<file path="config.mk">
export PLATFORM = sky130hd
export DESIGN_NAME = bcrb_top
export DESIGN_NICKNAME = d
export VERILOG_FILES = /design/src/bcrb_pkg.sv /design/src/bcrb_ramp.sv /design/src/bcrb_sync.sv /design/src/bcrb_top.sv
export VERILOG_INCLUDE_DIRS = /design/src
export SDC_FILE = /design/constraint.sdc
export NUM_CORES = 1
export LEC_CHECK = 0
export ABC_AREA = 1
export BUFFER_PORTS_ARGS = -buffer_cell sky130_fd_sc_hd__buf_2
export CORE_MARGIN = 2
export CORE_UTILIZATION = 40
export CTS_CLUSTER_DIAMETER = 80
export CTS_CLUSTER_SIZE = 12
export DETAILED_ROUTE_END_ITERATION = 10
export GPL_ROUTABILITY_DRIVEN = 0
export GPL_TIMING_DRIVEN = 0
export HOLD_SLACK_MARGIN = 0.03
export SKIP_LAST_GASP = 1
export SLEW_MARGIN = 20
export SYNTH_ARGS = -nofsm -noshare
export SYNTH_HDL_FRONTEND = slang
export SYNTH_SLANG_ARGS = --single-unit
</file>
<file path="constraint.sdc">
create_clock -name sys_clk -period 2.7 [get_ports sys_clk]
set_clock_uncertainty 0.1 [all_clocks]
set_input_delay 0.27 -clock sys_clk [delete_from_list [all_inputs] [get_ports sys_clk]]
set_output_delay 0.27 -clock sys_clk [all_outputs]
set_load 0.02 [all_outputs]
</file>
<file path="src/bcrb_consts.svh">
// Register map, field positions, reset values and timing counts of the
// converter register bank. Definitions only; included by the host model, ramp, top and bench.
`ifndef BCRB_CONSTS_SVH
`define BCRB_CONSTS_SVH

// Register pointer values, low three bits of the register address byte
`define BCRB_ADDR_VOUT        3'h1
`define BCRB_ADDR_CTRL        3'h3
`define BCRB_ADDR_STATUS      3'h5

// Reset values
`define BCRB_VOUT_RESET       8'h64
`define BCRB_CTRL_RESET       8'h6F
`define BCRB_STATUS_RESET     8'h00
`define BCRB_READ_UNMAPPED    8'h00

// Control fields
`define BCRB_CTRL_RESET_BIT   7
`define BCRB_CTRL_FORCED_PULSE_MODE_CHG    6
`define BCRB_CTRL_SW_EN       5
`define BCRB_CTRL_FORCED_PULSE_MODE        4
`define BCRB_CTRL_DISCH       3
`define BCRB_CTRL_HICCUP      2
`define BCRB_CTRL_RAMP_HI     1
`define BCRB_CTRL_RAMP_LO     0

// Status fields; every other bit is reserved and reads zero
`define BCRB_STAT_THERM       4
`define BCRB_STAT_HICCUP      3
`define BCRB_STAT_INPUT_UNDERVOLTAGE_LOCKOUT        0
`define BCRB_STATUS_MASK      8'h19

// Target address (7 bit) matched on the first byte after START
`define BCRB_TARGET_ADDR      7'h42

// Output voltage map: base plus step times code
`define BCRB_VOUT_BASE_MV     11'h190
`define BCRB_VOUT_STEP_MV     11'h005

// Ramp step times and the clock period they are counted in
`define BCRB_CLK_PERIOD_NS    50
`define BCRB_STEP0_NS         250
`define BCRB_STEP1_NS         500
`define BCRB_STEP2_NS         1000
`define BCRB_STEP3_NS         5000
`define BCRB_NS_TO_CYC(ns)    ((((ns) + `BCRB_CLK_PERIOD_NS - 1) / `BCRB_CLK_PERIOD_NS))

`endif

</file>
<file path="src/bcrb_pkg.sv">
// Types shared by the converter register bank: serial state codes and
// the packed layouts of the control and status registers.
// Field order matches the bit positions in bcrb_consts.svh.
package bcrb_pkg;

  typedef enum logic [3:0] {
    BCRB_IDLE      = 4'h0,
    BCRB_ADDR      = 4'h1,
    BCRB_ADDR_ACK  = 4'h2,
    BCRB_REG       = 4'h3,
    BCRB_REG_ACK   = 4'h4,
    BCRB_WDATA     = 4'h5,
    BCRB_WDATA_ACK = 4'h6,
    BCRB_RDATA     = 4'h7,
    BCRB_RDATA_ACK = 4'h8
  } bcrb_state_t;

  typedef struct packed {
    logic       soft_reset;
    logic       forced_pulse_mode_on_change;
    logic       sw_enable;
    logic       forced_pulse_mode;
    logic       discharge_en;
    logic       hiccup_en;
    logic [1:0] ramp_rate;
  } bcrb_ctrl_t;

  typedef struct packed {
    logic [2:0] rsv_hi;
    logic       thermal_warn;
    logic       hiccup_seen;
    logic [1:0] rsv_lo;
    logic       input_undervoltage_lockout;
  } bcrb_status_t;

endpackage

</file>
<file path="src/bcrb_ramp.sv">
// Output voltage ramp: walks the live code toward the setpoint one step per
// step time. Assumes the setpoint and rate come from registers on sys_clk.
`timescale 1ns/1ns
`include "bcrb_consts.svh"
module bcrb_ramp (
  input  wire logic       sys_clk,
  input  wire logic       rst_n,
  input  wire logic [7:0] target_code,
  input  wire logic [1:0] rate_sel,
  output logic [7:0]      code_reg,
  output logic            ramping_reg
);
  logic [6:0] tick_reg;
  logic [6:0] tick_next;
  logic [6:0] step_len;
  logic [7:0] code_next;
  logic       at_target;
  logic       step_now;

  // Step length in cycles from the rate field
  assign step_len  = (rate_sel == 2'h0) ? 7'(`BCRB_NS_TO_CYC(`BCRB_STEP0_NS)) :
                     (rate_sel == 2'h1) ? 7'(`BCRB_NS_TO_CYC(`BCRB_STEP1_NS)) :
                     (rate_sel == 2'h2) ? 7'(`BCRB_NS_TO_CYC(`BCRB_STEP2_NS)) :
                                          7'(`BCRB_NS_TO_CYC(`BCRB_STEP3_NS));
  assign at_target = (code_reg == target_code);
  // Comparing with >= lets a rate change mid-step take effect at once
  assign step_now  = !at_target && (tick_reg >= step_len - 7'h01);
  assign tick_next = (at_target || step_now) ? 7'h00 : tick_reg + 7'h01;
  assign code_next = !step_now ? code_reg :
                     (code_reg < target_code) ? code_reg + 8'h01 : code_reg - 8'h01;

  // Live code starts at the default setpoint so no ramp follows reset
  always_ff @(posedge sys_clk) begin
    if (!rst_n) begin
      code_reg    <= `BCRB_VOUT_RESET;
      tick_reg    <= 7'h00;
      ramping_reg <= 1'b0;
    end else begin
      code_reg    <= code_next;
      tick_reg    <= tick_next;
      ramping_reg <= (code_next != target_code);
    end
  end
endmodule

</file>
<file path="src/bcrb_sync.sv">
// Two-stage synchroniser for a group of pins from outside sys_clk.
// Assumes nothing about the inputs; the first stage is read only by the second.
`timescale 1ns/1ns
module bcrb_sync #(
  parameter int W = 6
) (
  input  wire logic         sys_clk,
  input  wire logic         rst_n,
  input  wire logic [W-1:0] pin_in,
  output logic [W-1:0]      pin_sync_reg
);
  logic [W-1:0] meta_reg;

  // Plain double flop, synchronous reset
  always_ff @(posedge sys_clk) begin
    if (!rst_n) begin
      meta_reg     <= '0;
      pin_sync_reg <= '0;
    end else begin
      meta_reg     <= pin_in;
      pin_sync_reg <= meta_reg;
    end
  end
endmodule

</file>
<file path="src/bcrb_top.sv">
// Converter register bank with its serial target interface.
// Assumes SCL and SDA are open-drain lines pulled high outside, slow against
// sys_clk (at least 8 clocks per SCL period), and the fault inputs are levels.
//
// Summary of operation
// - Code maps 400 mV plus 5 mV/step
// - Setpoint 0x01, control 0x03, status 0x05
// - First byte is address plus direction bit
// - Control bit 7 restores all defaults
// - Bit 6 forces PWM while voltage changes
// - Bit 5 enables; re-enable restarts without wait
// - Bit 4 selects forced PWM at light load
// - Bit 3 enables output discharge
// - Bit 2 picks hiccup or latching protection
// - Bits 1:0 pick ramp step time
// - Status bit 4 flags thermal warning
// - Status bit 3 flags hiccup seen
// - Status bit 0 flags input undervoltage
// - Status latched until reset or read
// - Unmapped reads return zero
// - Writes land on acknowledge falling edge
// - Enable pin falling edge restores defaults
`timescale 1ns/1ns
`include "bcrb_consts.svh"
module bcrb_top (
  input  wire logic sys_clk,
  input  wire logic rst_n,
  input  wire logic scl_in,
  input  wire logic sda_in,
  output logic      sda_out,
  output logic      sda_oe,
  input  wire logic en_pin,
  input  wire logic thermal_warn_in,
  input  wire logic hiccup_event_in,
  input  wire logic input_undervoltage_lockout_in,
  output logic [7:0]  voltage_code_field,
  output logic [10:0] vout_mv,
  output logic      forced_pulse_mode,
  output logic      converter_enable,
  output logic      discharge_enable,
  output logic      hiccup_enable,
  output logic      startup_skip_wait,
  output logic      soft_reset_pulse
);
  // Synchronised pins and their previous values
  logic [5:0] pins_s;
  logic       scl_s;
  logic       sda_s;
  logic       en_s;
  logic       therm_s;
  logic       hic_s;
  logic       input_undervoltage_lockout_s;
  logic       scl_q;
  logic       sda_q;
  logic       en_q;

  // Serial engine state
  bcrb_pkg::bcrb_state_t state_reg;
  bcrb_pkg::bcrb_state_t state_next;
  logic [7:0] shift_reg;
  logic [7:0] shift_next;
  logic [3:0] bit_cnt_reg;
  logic [3:0] bit_cnt_next;
  logic       rw_reg;
  logic       rw_next;
  logic       nack_reg;
  logic       nack_next;
  logic [2:0] ptr_reg;
  logic [2:0] ptr_next;
  logic       oe_next;

  // Register bank
  logic [7:0]            vout_reg;
  bcrb_pkg::bcrb_ctrl_t   ctrl_reg;
  bcrb_pkg::bcrb_status_t status_reg;
  logic [7:0]            status_next;
  logic [7:0]            set_vec;
  logic [7:0]            rd_data;
  logic [7:0]            ramp_code;
  logic                  ramping;

  // Bus events
  logic scl_rise;
  logic scl_fall;
  logic start_det;
  logic stop_det;
  logic byte_done;
  logic addr_match;
  logic rd_load;
  logic wr_go;
  logic sel_vout;
  logic sel_ctrl;
  logic sel_status;
  logic soft_rst_wr;
  logic en_fall;
  logic reg_reset;
  logic sw_en_rise;

  // Every pin from outside passes two flops first
  bcrb_sync #(
    .W (6)
  ) u_sync (
    .sys_clk      (sys_clk),
    .rst_n        (rst_n),
    .pin_in       ({scl_in, sda_in, en_pin, thermal_warn_in, hiccup_event_in, input_undervoltage_lockout_in}),
    .pin_sync_reg (pins_s)
  );
  assign {scl_s, sda_s, en_s, therm_s, hic_s, input_undervoltage_lockout_s} = pins_s;

  // Previous samples for edge detection
  always_ff @(posedge sys_clk) begin
    if (!rst_n) begin
      scl_q <= 1'b0;
      sda_q <= 1'b0;
      en_q  <= 1'b0;
    end else begin
      scl_q <= scl_s;
      sda_q <= sda_s;
      en_q  <= en_s;
    end
  end

  // Line conditions; START and STOP only while SCL stays high
  assign scl_rise  = scl_s & ~scl_q;
  assign scl_fall  = ~scl_s & scl_q;
  assign start_det = scl_s & scl_q & sda_q & ~sda_s;
  assign stop_det  = scl_s & scl_q & ~sda_q & sda_s;
  assign byte_done = (bit_cnt_reg == 4'h8);
  assign addr_match = (shift_reg[7:1] == `BCRB_TARGET_ADDR);

  // Register decode; upper pointer bits are never stored
  assign sel_vout   = (ptr_reg == `BCRB_ADDR_VOUT);
  assign sel_ctrl   = (ptr_reg == `BCRB_ADDR_CTRL);
  assign sel_status = (ptr_reg == `BCRB_ADDR_STATUS);
  assign rd_data = sel_vout   ? vout_reg :
                   sel_ctrl   ? ctrl_reg :
                   sel_status ? (status_reg & `BCRB_STATUS_MASK) :
                                `BCRB_READ_UNMAPPED;

  // Read data is captured at the falling edge that opens a data byte
  assign rd_load = scl_fall & ~start_det & ~stop_det &
                   (((state_reg == bcrb_pkg::BCRB_ADDR_ACK) & rw_reg) |
                    ((state_reg == bcrb_pkg::BCRB_RDATA_ACK) & ~nack_reg));
  // Write lands as the master drops SCL after our data acknowledge
  assign wr_go = scl_fall & (state_reg == bcrb_pkg::BCRB_WDATA_ACK);

  // Serial engine next state
  always_comb begin
    state_next   = state_reg;
    shift_next   = shift_reg;
    bit_cnt_next = bit_cnt_reg;
    rw_next      = rw_reg;
    nack_next    = nack_reg;
    ptr_next     = ptr_reg;
    oe_next      = sda_oe;
    if (start_det) begin
      state_next   = bcrb_pkg::BCRB_ADDR;
      bit_cnt_next = 4'h0;
      oe_next      = 1'b0;
    end else if (stop_det) begin
      state_next = bcrb_pkg::BCRB_IDLE;
      oe_next    = 1'b0;
    end else if (scl_rise) begin
      unique case (state_reg)
        bcrb_pkg::BCRB_ADDR, bcrb_pkg::BCRB_REG, bcrb_pkg::BCRB_WDATA: begin
          shift_next   = {shift_reg[6:0], sda_s};
          bit_cnt_next = bit_cnt_reg + 4'h1;
        end
        bcrb_pkg::BCRB_RDATA: begin
          bit_cnt_next = bit_cnt_reg + 4'h1;
        end
        bcrb_pkg::BCRB_RDATA_ACK: begin
          nack_next = sda_s;
        end
        default: begin
        end
      endcase
    end else if (scl_fall) begin
      unique case (state_reg)
        bcrb_pkg::BCRB_ADDR: begin
          if (byte_done && addr_match) begin
            state_next = bcrb_pkg::BCRB_ADDR_ACK;
            rw_next    = shift_reg[0];
            oe_next    = 1'b1;
          end else if (byte_done) begin
            state_next = bcrb_pkg::BCRB_IDLE; // Not ours: wait for START
          end
        end
        bcrb_pkg::BCRB_REG: begin
          if (byte_done) begin
            state_next = bcrb_pkg::BCRB_REG_ACK;
            ptr_next   = shift_reg[2:0];
            oe_next    = 1'b1;
          end
        end
        bcrb_pkg::BCRB_WDATA: begin
          if (byte_done) begin
            state_next = bcrb_pkg::BCRB_WDATA_ACK;
            oe_next    = 1'b1;
          end
        end
        bcrb_pkg::BCRB_ADDR_ACK, bcrb_pkg::BCRB_RDATA_ACK: begin
          bit_cnt_next = 4'h0;
          if (rd_load) begin
            state_next = bcrb_pkg::BCRB_RDATA;
            shift_next = rd_data;
            oe_next    = ~rd_data[7];
          end else if (state_reg == bcrb_pkg::BCRB_ADDR_ACK) begin
            state_next = bcrb_pkg::BCRB_REG;
            oe_next    = 1'b0;
          end else begin
            state_next = bcrb_pkg::BCRB_IDLE; // Master refused more data
            oe_next    = 1'b0;
          end
        end
        bcrb_pkg::BCRB_REG_ACK, bcrb_pkg::BCRB_WDATA_ACK: begin
          state_next   = bcrb_pkg::BCRB_WDATA;
          bit_cnt_next = 4'h0;
          oe_next      = 1'b0;
        end
        bcrb_pkg::BCRB_RDATA: begin
          if (byte_done) begin
            state_next = bcrb_pkg::BCRB_RDATA_ACK;
            oe_next    = 1'b0;
          end else begin
            shift_next = {shift_reg[6:0], 1'b0};
            oe_next    = ~shift_reg[6];
          end
        end
        default: begin
          oe_next = 1'b0;
        end
      endcase
    end
  end

  // Serial engine registers; the data line is only ever pulled low
  always_ff @(posedge sys_clk) begin
    if (!rst_n) begin
      state_reg   <= bcrb_pkg::BCRB_IDLE;
      shift_reg   <= 8'h00;
      bit_cnt_reg <= 4'h0;
      rw_reg      <= 1'b0;
      nack_reg    <= 1'b0;
      ptr_reg     <= 3'h0;
      sda_oe      <= 1'b0;
      sda_out     <= 1'b0;
    end else begin
      state_reg   <= state_next;
      shift_reg   <= shift_next;
      bit_cnt_reg <= bit_cnt_next;
      rw_reg      <= rw_next;
      nack_reg    <= nack_next;
      ptr_reg     <= ptr_next;
      sda_oe      <= oe_next;
      sda_out     <= 1'b0;
    end
  end

  // Sources of a return to defaults besides the reset pin
  assign soft_rst_wr = wr_go & sel_ctrl & shift_reg[`BCRB_CTRL_RESET_BIT];
  assign en_fall     = en_q & ~en_s;
  assign reg_reset   = soft_rst_wr | en_fall;
  assign sw_en_rise  = wr_go & sel_ctrl & ~shift_reg[`BCRB_CTRL_RESET_BIT] &
                       shift_reg[`BCRB_CTRL_SW_EN] & ~ctrl_reg.sw_enable;

  // Setpoint and control; soft reset wins over the value written with it
  always_ff @(posedge sys_clk) begin
    if (!rst_n || reg_reset) begin
      vout_reg <= `BCRB_VOUT_RESET;
      ctrl_reg <= bcrb_pkg::bcrb_ctrl_t'(`BCRB_CTRL_RESET);
    end else if (wr_go && sel_vout) begin
      vout_reg <= shift_reg;
    end else if (wr_go && sel_ctrl) begin
      ctrl_reg <= bcrb_pkg::bcrb_ctrl_t'(shift_reg);
    end
  end

  // Fault flags: a level that is high sets its bit even in the clearing cycle
  assign set_vec = ({3'h0, therm_s, hic_s, 2'h0, input_undervoltage_lockout_s}) & `BCRB_STATUS_MASK;
  assign status_next = ((rd_load && sel_status) || reg_reset) ?
                       (`BCRB_STATUS_RESET | set_vec) :
                       (status_reg | set_vec);

  always_ff @(posedge sys_clk) begin
    if (!rst_n) begin
      status_reg <= bcrb_pkg::bcrb_status_t'(`BCRB_STATUS_RESET);
    end else begin
      status_reg <= bcrb_pkg::bcrb_status_t'(status_next);
    end
  end

  // Live output code follows the setpoint at the selected step rate
  bcrb_ramp u_ramp (
    .sys_clk     (sys_clk),
    .rst_n       (rst_n),
    .target_code (vout_reg),
    .rate_sel    (ctrl_reg.ramp_rate),
    .code_reg    (ramp_code),
    .ramping_reg (ramping)
  );
  assign voltage_code_field = ramp_code;

  // Converter controls; the millivolt figure lags the code by one cycle
  always_ff @(posedge sys_clk) begin
    if (!rst_n) begin
      vout_mv           <= `BCRB_VOUT_BASE_MV + 11'(`BCRB_VOUT_RESET) * `BCRB_VOUT_STEP_MV;
      forced_pulse_mode <= 1'b0;
      converter_enable  <= 1'b0;
      discharge_enable  <= 1'b0;
      hiccup_enable     <= 1'b0;
      startup_skip_wait <= 1'b0;
      soft_reset_pulse  <= 1'b0;
    end else begin
      vout_mv           <= `BCRB_VOUT_BASE_MV + 11'(ramp_code) * `BCRB_VOUT_STEP_MV;
      forced_pulse_mode <= ctrl_reg.forced_pulse_mode |
                           (ctrl_reg.forced_pulse_mode_on_change & ramping);
      converter_enable  <= ctrl_reg.sw_enable;
      discharge_enable  <= ctrl_reg.discharge_en;
      hiccup_enable     <= ctrl_reg.hiccup_en;
      startup_skip_wait <= sw_en_rise;
      soft_reset_pulse  <= soft_rst_wr;
    end
  end
endmodule

</file>
==> impl_metrics.ini, run 1 <==
[global_routing]
grt_start_max_net_pins = 17
grt_use_met3_pct = 4.707
vias_in_the_first_global_route = 4305
grt_overflow = 0
met1_track_usage_gr_pct = 26.28
grt_util_all_layers_pct = 19.55
grt_pass1_wl_mm = 20.41
gr-max-usage-layer = met2
groute.layer.met2.usage_pct = 31.58
initial_antenna_violation_count = 0

[clocking]
clk_path_buf_depth = 2
tritoncts_clock_tree = built
h-tree-depth = 3
clk_root_buffer_cell = sky130_fd_sc_hd__clkbuf_16
tritoncts.num_buffers = 9
clk-insertion-delay-late_ns = 0.35
cts.sink_count = 89
cts.reportedPaths.clkPinSlew_ns = 0.07

[final_layout]
regMostFlops = vout_mv
number_of_antenna_diodes = 0
fill_cells = 1194
fin_nets = 811
sequential_cell_area_um2 = 1824
syn2layout_area_growth_pct = 26.08
final_design_area_no_fill_um2 = 6266
number_of_flip_flops_under_the_largest_register_name = 11
instances_no_fill = 930
layout-drive-gt1-share_pct = 24.80
multi_input_area_um2 = 2940

[logic_synthesis]
number_of_enable_flip_flop_cells_after_synthesis = 0
ys_async_sr_fraction_pct = 0
syn-num-nets = 734
syn_avg_cell_area_um2 = 7.308
yosys_warnings = 0
postSynthRegisterBits = 89
ys_types = 44
synth_seq_area_share_pct = 35.85
synthCells = 680
postSynth.topFlopCell = sky130_fd_sc_hd__dfxtp_1
synthesis.area_um2 = 4970

[pwr]
design_power_mw = 2.685
internal_power_mw = 2.073
p_per_area_nw_per_um2 = 428.5
power.net_switching_mw = 0.6121
seq_power_share_pct = 49.4
vdd_ir_drop_max_v = 0.0003813
power.share.combinational_pct = 3.4
p_leak_nw = 2.940
power_frac_clock_pct = 47.2
power.share.switching_pct = 22.80

[min_path]
holdCritPathClass = primary input to flop

[die]
die_x_um = 115.5
row_count = 40
start_util_pct = 41.20
die_h_um = 115.5
placeableCoreArea_um2 = 12060
die_outline_area_um2 = 13330
design.portCount = 35

[routing]
firstDrtPassIters = 5
dr_total_vias = 4597
per_cell_via_count_in_the_routed_design = 4.943
finalWirelength_mm = 12.38
drtAntennaViolNets = 0
drcViolationCount = 0
drtIter0Drc = 387
post_drt_wl_per_cell_um = 13.31

[timing]
timing_worst_slew_pin_value_ns = 0.6006
final_critical_path_setup_slack_ns = -0.02956
timing.final.max_slew_violations = 0
final-setup-viol-count = 1
hold_slack_ns = 0.1982
final_period_minus_worst_setup_slack_ns = 2.730
final_min_period_over_clock_period_pct = 101.1
grt_setup_unrepaired = true
max-slew-margin-rel_pct = 59.96
timing.final.hold_violations = 0
fmax_ghz = 0.3664
fin_tns_setup_ns = -0.02956

[worst_setup_path]
worst_ep_arrival_time_ns = 2.85
cp_required_ns = 2.82
cp_max_fanout = 7
crit_type = flop to flop
ff2ff_setup_slack_ns = -0.03
worst_setup_path_start_kind = flop
worstSetupEndpointType = flop

[place]
place_hpwl_mm = 8.734
dp_cells = 880
placed_cell_area_um2 = 5351
port_buffers = 32

[run_status]
failed_checks = negative setup slack
outcome = finished, violations left

[flow_run]
drv_cap = 0
==> through the flow <==
step	utilization (%)	setup slack [ns]
detailed placement	44.37	-0.3310
finish	51.95	-0.02956
floorplan	-	0.04446
global route	51.95	-0.1830
CTS	50.58	0.001825
global placement	44.37	-0.2957
==> kinds of logic (layout without fill, tap and decap cells) <==
| family | Yosys count | in the layout | synth area share, % |
|---|---|---|---|
| AO/OA/AOI/OAI | 122 | 122 | 14.20 |
| XOR/XNOR | 6 | 6 | 1.058 |
| AND/OR/NAND/NOR | 279 | 279 | 25.83 |
| buffers and inverters | 137 | 219 | 10.80 |
| adder cells (fa/ha/maj) | 46 | 46 | 12.19 |
| flip-flops | 89 | 89 | 35.85 |
| other | 1 | 1 | 0.07546 |
==> timing repair <==
action / in CTS / in global routing
endpoints found under the setup margin: 2 / 4
resized for setup: 60 / 30
setup buffers: 20 / 8
hold endpoints to repair: 6 / 0
hold buffers: 6 / 0
pin swaps: 22 / 23
==> layer usage <==
metal / part of all wire [%] / wire length [µm] / vias up
met3: 5.2 / 650 / 16
met2: 47 / 5815 / 118
met5: 0 / 0 / -
li1: - / - / 2349
met1: 46 / 5755 / 2114
met4: 1.3 / 160 / 0
==> Yosys cell counts, drive strengths merged, types with 2 or more instances <==
cell type,instances,area [µm²]
nor4,3,18.77
o21ai,43,219.0
nand3,48,240.2
o211ai,12,90.09
dfxtp,89,1782
a21oi,55,282.8
ha,42,525.5
inv,123,461.7
clkbuf,7,26.28
nand3b,3,22.52
fa,4,80.08
xnor2,3,26.28
xor2,3,26.28
nor2,39,191.4
nand4,10,77.57
o22ai,4,31.28
o21a,2,15.01
nand2,157,611.8
buf,6,45.04
or2,10,62.56
nor3,7,40.04
a31oi,2,18.77
a211oi,2,15.01
==> layout by cell type, fill, tap and decap left out, types with 3 or more instances in the layout <==
cell                              n
sky130_fd_sc_hd__nand3_1         44
sky130_fd_sc_hd__nand2_1        137
sky130_fd_sc_hd__dfxtp_2          7
sky130_fd_sc_hd__nand3_2          3
sky130_fd_sc_hd__buf_6            4
sky130_fd_sc_hd__nor2_1          28
sky130_fd_sc_hd__o211ai_1        12
sky130_fd_sc_hd__o21ai_1          7
sky130_fd_sc_hd__or2_0            5
sky130_fd_sc_hd__a21oi_2          8
sky130_fd_sc_hd__inv_4            3
sky130_fd_sc_hd__buf_2           35
sky130_fd_sc_hd__dfxtp_4          9
sky130_fd_sc_hd__o21ai_0         34
sky130_fd_sc_hd__o22ai_1          3
sky130_fd_sc_hd__dlygate4sd3_1    6
sky130_fd_sc_hd__nand4_1          9
sky130_fd_sc_hd__ha_1            28
sky130_fd_sc_hd__nor4_1           3
sky130_fd_sc_hd__nand2_2         19
sky130_fd_sc_hd__a21oi_1         46
sky130_fd_sc_hd__nor2_4           4
sky130_fd_sc_hd__nor3_1           6
sky130_fd_sc_hd__buf_4           26
sky130_fd_sc_hd__ha_4            13
sky130_fd_sc_hd__xnor2_1          3
sky130_fd_sc_hd__nor2_2           7
sky130_fd_sc_hd__clkbuf_16        9
sky130_fd_sc_hd__nand3b_1         3
sky130_fd_sc_hd__inv_1          105
sky130_fd_sc_hd__clkbuf_1         7
sky130_fd_sc_hd__xor2_1           3
sky130_fd_sc_hd__inv_2           15
sky130_fd_sc_hd__or2_2            3
sky130_fd_sc_hd__dfxtp_1         73
==> critical path: stages (launching register included) <==
cell and delay (ns):
sky130_fd_sc_hd__dfxtp_4 0.36, sky130_fd_sc_hd__inv_2 0.05, sky130_fd_sc_hd__ha_4 0.26, sky130_fd_sc_hd__nand2_2 0.06, sky130_fd_sc_hd__o21ai_2 0.17, sky130_fd_sc_hd__nand2_2 0.11
sky130_fd_sc_hd__nand2_8 0.13, sky130_fd_sc_hd__inv_4 0.05, sky130_fd_sc_hd__fa_2 0.36, sky130_fd_sc_hd__inv_2 0.08, sky130_fd_sc_hd__nand3_2 0.08, sky130_fd_sc_hd__nand2_1 0.07
sky130_fd_sc_hd__nand2_1 0.05, sky130_fd_sc_hd__nand2_1 0.05, sky130_fd_sc_hd__inv_1 0.05, sky130_fd_sc_hd__nand3_2 0.07, sky130_fd_sc_hd__nand2_1 0.06, sky130_fd_sc_hd__nand2_1 0.05
sky130_fd_sc_hd__nand2_1 0.04, sky130_fd_sc_hd__nor2_1 0.09, sky130_fd_sc_hd__nand4_1 0.12, sky130_fd_sc_hd__nor2_1 0.11, sky130_fd_sc_hd__nor2_1 0.04
==> worst paths after layout <==
check                           from                endpoint  cells after the start
setup reg to reg         vout_reg[3]      u_ramp.ramping_reg                     22
hold reg to reg   u_sync.meta_reg[3]  u_sync.pin_sync_reg[3]                      2
setup / recovery         vout_reg[3]      u_ramp.ramping_reg                     22
hold / removal                 rst_n                nack_reg                      3
==> power groups by stage <==
stage	registers, mW	clock network [mW]	logic [mW]
after floorplan	1.37	0	0.0544
after global placement	1.37	0	0.0839
after detailed placement	1.37	0	0.0850
after CTS	1.33	1.30	0.0921
after global routing	1.33	1.36	0.103
final	1.33	1.27	0.0915
==> layout make-up <==
class / count / area share (%)
inverters: 124 / 7.548
flip-flops and latches: 89 / 29.11
repair buffers: 66 / 7.109
plain buffers: 13 / 1.138
clock buffers: 9 / 3.594
multi-input cells: 454 / 46.92
well taps: 168 / 3.355
clock inverters: 7 / 1.218
Note: power is estimated with default switching activity, not from simulation.
==> run 2, diff against run 1 <==
--- a/config.mk
+++ b/config.mk
@@ -8,6 +8,7 @@
 export LEC_CHECK = 0
 export ABC_AREA = 1
 export BUFFER_PORTS_ARGS = -buffer_cell sky130_fd_sc_hd__buf_2
+export CORE_ASPECT_RATIO = 0.6
 export CORE_MARGIN = 2
 export CORE_UTILIZATION = 40
 export CTS_CLUSTER_DIAMETER = 80
==> run 2 against run 1 <==
Compared with the run above: largest cell class unchanged; global-route usage up 0.72 points; the run still ends with negative setup slack left; first-iteration DRC count down 2.3%; total power up 3.1%; combinational power up 2.3%; non-clock buffer count up 9.
==> impl_metrics.ini, run 2 (same netlist as run 1, synthesis figures left out) <==
[run_status]
outcome = finished, violations left
failed_checks = negative setup slack

[worst_setup_path]
timing.critical_path.slowest_stage_cell = sky130_fd_sc_hd__fa_2
timing.critical_path.cells = inv_2, ha_4, nand2_4, o21ai_4, nand2_4, nand2_8, inv_6, fa_2, inv_2, nand3_2, nand2_1, nand2_1, nand2_1, inv_2, nand3_2, nand2_1, nand2_1, nand2_1, nor2_1, nand4_1, nor2_1, nor2_1
worst_ep_arrival_time_ns = 2.95
worstSetupEndpointType = flop
slowest_delay_ns = 0.37
critPathBufInv = 4
worst_path_most_repeated_cell = sky130_fd_sc_hd__nand2_1
crit_type = flop to flop
cp_max_fanout = 6
worst_setup_path_start_kind = flop
critical-path-top-delay-family = simple AND/OR/NAND/NOR gates
cp_required_ns = 2.82

[routing]
drcViolationCount = 0
drtAntennaViolNets = 0
firstDrtPassIters = 5
drtIter0Drc = 378
dr_total_vias = 4746
per_cell_via_count_in_the_routed_design = 5.071
finalWirelength_mm = 13.41
post_drt_wl_per_cell_um = 14.32

[timing]
final_period_minus_worst_setup_slack_ns = 2.840
final_critical_path_setup_slack_ns = -0.1397
final_min_period_over_clock_period_pct = 105.2
final-setup-viol-count = 1
fmax_ghz = 0.3522
timing_worst_slew_pin_value_ns = 0.6185
max-slew-margin-rel_pct = 58.77
grt_setup_unrepaired = true
fin_tns_setup_ns = -0.1397
timing.final.hold_violations = 0
timing.final.max_slew_violations = 0

[final_layout]
sequential_cell_area_um2 = 1822
fill_cells = 1120
finalCoreUtilization_pct = 52.91
syn2layout_area_growth_pct = 28.83
layout-drive-gt1-share_pct = 25.94
fin_nets = 820
multi_input_area_um2 = 2985
commonest_non_fill_non_tap_cell_in_the_layout = sky130_fd_sc_hd__nand2_1
regMostFlops = vout_mv
number_of_antenna_diodes = 0
number_of_flip_flops_under_the_largest_register_name = 11
layout.cells.most_common_list = sky130_fd_sc_hd__nand2_1 (136), sky130_fd_sc_hd__inv_1 (106), sky130_fd_sc_hd__dfxtp_1 (73)
final_design_area_no_fill_um2 = 6402

[pwr]
power.share.combinational_pct = 3.4
p_leak_nw = 3.017
internal_power_mw = 2.096
power_frac_clock_pct = 48.6
power.net_switching_mw = 0.6709
seq_power_share_pct = 48.0
vdd_ir_drop_max_v = 0.0003358
power.share.switching_pct = 24.25
p_per_area_nw_per_um2 = 432.2

[global_routing]
vias_in_the_first_global_route = 4500
initial_antenna_violation_count = 0
grt_start_max_net_pins = 19
grt_util_all_layers_pct = 20.27
grt_pass1_wl_mm = 21.73
grt_overflow = 0

[die]
start_util_pct = 41.07
die_x_um = 147.9
die_h_um = 90.34
placeableCoreArea_um2 = 12100
row_count = 31
die_outline_area_um2 = 13360
design.portCount = 35

[place]
placed_cell_area_um2 = 5348
place_hpwl_mm = 9.355
port_buffers = 32

[flow_run]
drv_cap = 0

[clocking]
h-tree-depth = 3
cts.reportedPaths.clkPinSlew_ns = 0.07
clk-insertion-delay-late_ns = 0.35
clk_path_buf_depth = 2
clk_root_buffer_cell = sky130_fd_sc_hd__clkbuf_16
tritoncts.num_buffers = 9
tritoncts_clock_tree = built
cts.sink_count = 89

[min_path]
holdCritPathClass = primary input to flop
-- run 2: cell count changes in the layout (fill, tap and decap cells not counted), moves of 2 or more --
cell	delta
sky130_fd_sc_hd__nand2_2	-2
sky130_fd_sc_hd__nand2_4	+3
sky130_fd_sc_hd__inv_4	-2
sky130_fd_sc_hd__clkinvlp_4	-2
sky130_fd_sc_hd__buf_4	+7
sky130_fd_sc_hd__inv_8	+3
-- run 2: routing by layer --
metal / share of wire, % / wire (µm) / vias up / track usage, %
met3: 5.8 / 774 / 16 / 4.192
met5: 0 / 0 / - / 0
met1: 51 / 6779 / 2201 / 29.31
met4: 1.4 / 181 / 0 / 5.476
met2: 42 / 5672 / 151 / 30.66
li1: - / - / 2378 / -
-- run 2: layout make-up --
type,count,share of cell area (%)
inverter,124,7.387
clock buffer,9,3.518
timing repair buffer,75,8.267
multi-input combinational,454,46.63
buffer,13,1.114
clock inverter,7,1.407
tap,165,3.225
sequential,89,28.45
-- run 2: per-stage QoR --
| step | hold WS (ns) | instances | setup slack [ns] | power [mW] |
|---|---|---|---|---|
| floorplan | 0.2676 | 680 | 0.04446 | 1.422 |
| global placement | 0.2958 | 877 | -0.4092 | 1.451 |
| detailed placement | 0.2960 | 877 | -0.4439 | 1.453 |
| CTS | 0.1766 | 919 | -0.07313 | 2.795 |
| global route | 0.2136 | 936 | -0.2371 | 2.854 |
| finish | 0.1932 | 936 | -0.1397 | 2.767 |
-- run 2: power by group through the flow --
stage	registers (mW)	logic, mW	clock network, mW
6_report	1.33	0.0936	1.34
4_1_cts	1.33	0.0924	1.37
5_1_grt	1.33	0.103	1.42
3_3_place_gp	1.37	0.0843	0
3_5_place_dp	1.37	0.0856	0
2_1_floorplan	1.37	0.0544	0
-- run 2: path summary, 6_finish.rpt --
| kind | startpoint | endpoint | slack [ns] | cells past startpoint |
|---|---|---|---|---|
| worst min-delay path | rst_n | vout_mv[10] | 0.19 | 3 |
| worst min register to register | u_sync.meta_reg[0] | u_sync.pin_sync_reg[0] | 0.31 | 2 |
| worst max-delay path | vout_reg[3] | u_ramp.ramping_reg | -0.14 | 22 |
| worst max register to register | vout_reg[3] | u_ramp.ramping_reg | -0.14 | 22 |
-- run 2: worst register-to-register path, cell delays in order, from the launching register on --
cell and delay [ns]:
sky130_fd_sc_hd__dfxtp_2 0.35, sky130_fd_sc_hd__inv_2 0.05, sky130_fd_sc_hd__ha_4 0.29, sky130_fd_sc_hd__nand2_4 0.06, sky130_fd_sc_hd__o21ai_4 0.17, sky130_fd_sc_hd__nand2_4 0.09, sky130_fd_sc_hd__nand2_8 0.12, sky130_fd_sc_hd__inv_6 0.05
sky130_fd_sc_hd__fa_2 0.37, sky130_fd_sc_hd__inv_2 0.08, sky130_fd_sc_hd__nand3_2 0.06, sky130_fd_sc_hd__nand2_1 0.08, sky130_fd_sc_hd__nand2_1 0.06, sky130_fd_sc_hd__nand2_1 0.07, sky130_fd_sc_hd__inv_2 0.04, sky130_fd_sc_hd__nand3_2 0.07
sky130_fd_sc_hd__nand2_1 0.06, sky130_fd_sc_hd__nand2_1 0.05, sky130_fd_sc_hd__nand2_1 0.05, sky130_fd_sc_hd__nor2_1 0.13, sky130_fd_sc_hd__nand4_1 0.15, sky130_fd_sc_hd__nor2_1 0.13, sky130_fd_sc_hd__nor2_1 0.05
-- run 2: timing repair --
action / in CTS / in global routing
hold buffers: 6 / 0
cloned: 0 / 0
gates resized for setup: 52 / 43
endpoints found under the hold margin: 6 / 0
setup buffers: 20 / 17
endpoints found under the setup margin: 3 / 3
pin swaps: 18 / 27
==> run 3, diff against run 2 <==
--- a/config.mk
+++ b/config.mk
@@ -10,7 +10,7 @@
 export BUFFER_PORTS_ARGS = -buffer_cell sky130_fd_sc_hd__buf_2
 export CORE_ASPECT_RATIO = 0.6
 export CORE_MARGIN = 2
-export CORE_UTILIZATION = 40
+export CORE_UTILIZATION = 35
 export CTS_CLUSTER_DIAMETER = 80
 export CTS_CLUSTER_SIZE = 12
 export DETAILED_ROUTE_END_ITERATION = 10
==> run 3 against run 2 <==
Compared with the run above: the flow still finishes with violations (negative setup slack); final cell count grew 1.8%; critical path depth shrank 5; flip-flop and latch count is the same; clock power shrank 4%; total power shrank 2.0%; sequential power is essentially flat; first-iteration DRC count grew 5.3%; cell area shrank 3.2%; utilization shrank 7.8 points; clock-buffer cell count is the same; critical path type unchanged.
==> impl_metrics.ini, run 3 (same netlist as run 1, synthesis figures left out) <==
[run_status]
outcome = finished, violations left
failed_checks = negative setup slack

[die]
design.portCount = 35
die_x_um = 157.8
die_outline_area_um2 = 15200
start_util_pct = 36.15
die_h_um = 96.30
row_count = 33
placeableCoreArea_um2 = 13750

[flow_run]
drv_cap = 0

[clocking]
cts.reportedPaths.clkPinSlew_ns = 0.08
tritoncts_clock_tree = built
tritoncts.num_buffers = 9
clk_root_buffer_cell = sky130_fd_sc_hd__clkbuf_16
cts.sink_count = 89
clk-insertion-delay-late_ns = 0.36
h-tree-depth = 3
clk_path_buf_depth = 2

[timing]
final_critical_path_setup_slack_ns = -0.09016
hold_slack_ns = 0.1893
grt_setup_unrepaired = true
max-slew-margin-rel_pct = 55.90
timing.final.max_slew_violations = 0
final-setup-viol-count = 1
timing.final.hold_violations = 0
fin_tns_setup_ns = -0.09016
final_period_minus_worst_setup_slack_ns = 2.790
final_min_period_over_clock_period_pct = 103.3
fmax_ghz = 0.3584
timing_worst_slew_pin_value_ns = 0.6615

[routing]
per_cell_via_count_in_the_routed_design = 4.804
firstDrtPassIters = 6
post_drt_wl_per_cell_um = 13.49
drtIter0Drc = 398
drtAntennaViolNets = 0
dr_total_vias = 4578
drcViolationCount = 0
finalWirelength_mm = 12.85

[pwr]
internal_power_mw = 2.013
power.share.switching_pct = 25.79
p_per_area_nw_per_um2 = 437.7
p_leak_nw = 2.933
power_frac_clock_pct = 47.5
seq_power_share_pct = 49.0
power.net_switching_mw = 0.6997
power.share.combinational_pct = 3.5
vdd_ir_drop_max_v = 0.0002705

[final_layout]
layout.cells.most_common_list = sky130_fd_sc_hd__nand2_1 (142), sky130_fd_sc_hd__inv_1 (108), sky130_fd_sc_hd__dfxtp_1 (73)
number_of_flip_flops_under_the_largest_register_name = 11
syn2layout_area_growth_pct = 24.70
regMostFlops = vout_mv
final_design_area_no_fill_um2 = 6197
commonest_non_fill_non_tap_cell_in_the_layout = sky130_fd_sc_hd__nand2_1
number_of_antenna_diodes = 0
layout-drive-gt1-share_pct = 22.86
finalCoreUtilization_pct = 45.07
fin_nets = 810

[worst_setup_path]
cp_max_fanout = 6
worstSetupEndpointType = flop
crit_type = flop to flop
cp_required_ns = 2.83
worst_ep_arrival_time_ns = 2.92
worst_setup_path_start_kind = flop

[global_routing]
met1_track_usage_gr_pct = 27.89
grt_overflow = 0
grt_pass1_wl_mm = 21.27
initial_antenna_violation_count = 0
vias_in_the_first_global_route = 4195
groute.layer.met2.usage_pct = 24.64
grt_start_max_net_pins = 20
grt_use_met3_pct = 5.268
grt_util_all_layers_pct = 18.39
gr-max-usage-layer = met1

[place]
port_buffers = 32
placed_cell_area_um2 = 5381
place_hpwl_mm = 9.251

[min_path]
holdCritPathClass = primary input to flop
==> run 3: final timing paths <==
path	startpoint	end	slack (ns)	cells after the start
setup reg to reg	vout_reg[7]	u_ramp.ramping_reg	-0.09	17
setup / recovery	vout_reg[7]	u_ramp.ramping_reg	-0.09	17
hold / removal	rst_n	ptr_reg[2]	0.19	3
hold reg to reg	u_sync.meta_reg[5]	u_sync.pin_sync_reg[5]	0.31	2
==> run 3: cell type report <==
class | instances | area (µm²)
buffer | 13 | 71.32
clock buffer | 9 | 225.2
clock inverter | 7 | 82.58
fill | 1363 | 7552
inverter | 124 | 467.9
multi-input combinational | 454 | 2858
sequential | 89 | 1822
tap | 192 | 240.2
timing repair buffer | 65 | 430.4
==> run 3: what timing repair did <==
item / in CTS / in global routing
setup buffers: 26 / 1
endpoints found under the setup margin: 2 / 3
resized for setup: 56 / 7
pin swaps: 13 / 15
hold buffers: 6 / 0
hold endpoints to repair: 6 / 0
gates cloned: 0 / 0
==> run 3: power groups by stage <==
stage | registers, mW | logic (mW) | clock network (mW)
6_report | 1.33 | 0.0950 | 1.29
5_1_grt | 1.33 | 0.106 | 1.37
4_1_cts | 1.33 | 0.0938 | 1.32
3_5_place_dp | 1.37 | 0.0868 | 0
3_3_place_gp | 1.37 | 0.0867 | 0
2_1_floorplan | 1.37 | 0.0544 | 0
==> run 3: worst max-delay path, stage by stage (launching register included) <==
cell	delay [ns]
sky130_fd_sc_hd__dfxtp_2	0.34
sky130_fd_sc_hd__inv_2	0.05
sky130_fd_sc_hd__ha_4	0.27
sky130_fd_sc_hd__nand2_2	0.07
sky130_fd_sc_hd__o21a_1	0.24
sky130_fd_sc_hd__nand2_4	0.18
sky130_fd_sc_hd__ha_4	0.23
sky130_fd_sc_hd__or2_2	0.29
sky130_fd_sc_hd__nand3_1	0.09
sky130_fd_sc_hd__nand2_1	0.07
sky130_fd_sc_hd__inv_1	0.05
sky130_fd_sc_hd__nand3_1	0.08
sky130_fd_sc_hd__nand3_1	0.10
sky130_fd_sc_hd__nand2_1	0.06
sky130_fd_sc_hd__nor2_1	0.10
sky130_fd_sc_hd__nand4_1	0.16
sky130_fd_sc_hd__nor2_1	0.12
sky130_fd_sc_hd__nor2_1	0.05
==> run 3: layer usage <==
layer  wire length, µm  vias up
li1                  -     2354
met1              6804     2044
met2              4751      166
met3              1125       14
met4               173        0
met5                 0        -
==> run 3: through the flow <==
| stage | instances | setup WS, ns | power [mW] |
|---|---|---|---|
| final | 953 | -0.09016 | 2.713 |
| after global routing | 953 | -0.2714 | 2.811 |
| after CTS | 952 | -0.03011 | 2.739 |
| after detailed placement | 904 | -0.4249 | 1.454 |
| after global placement | 904 | -0.4470 | 1.453 |
| after floorplan | 680 | 0.04446 | 1.422 |
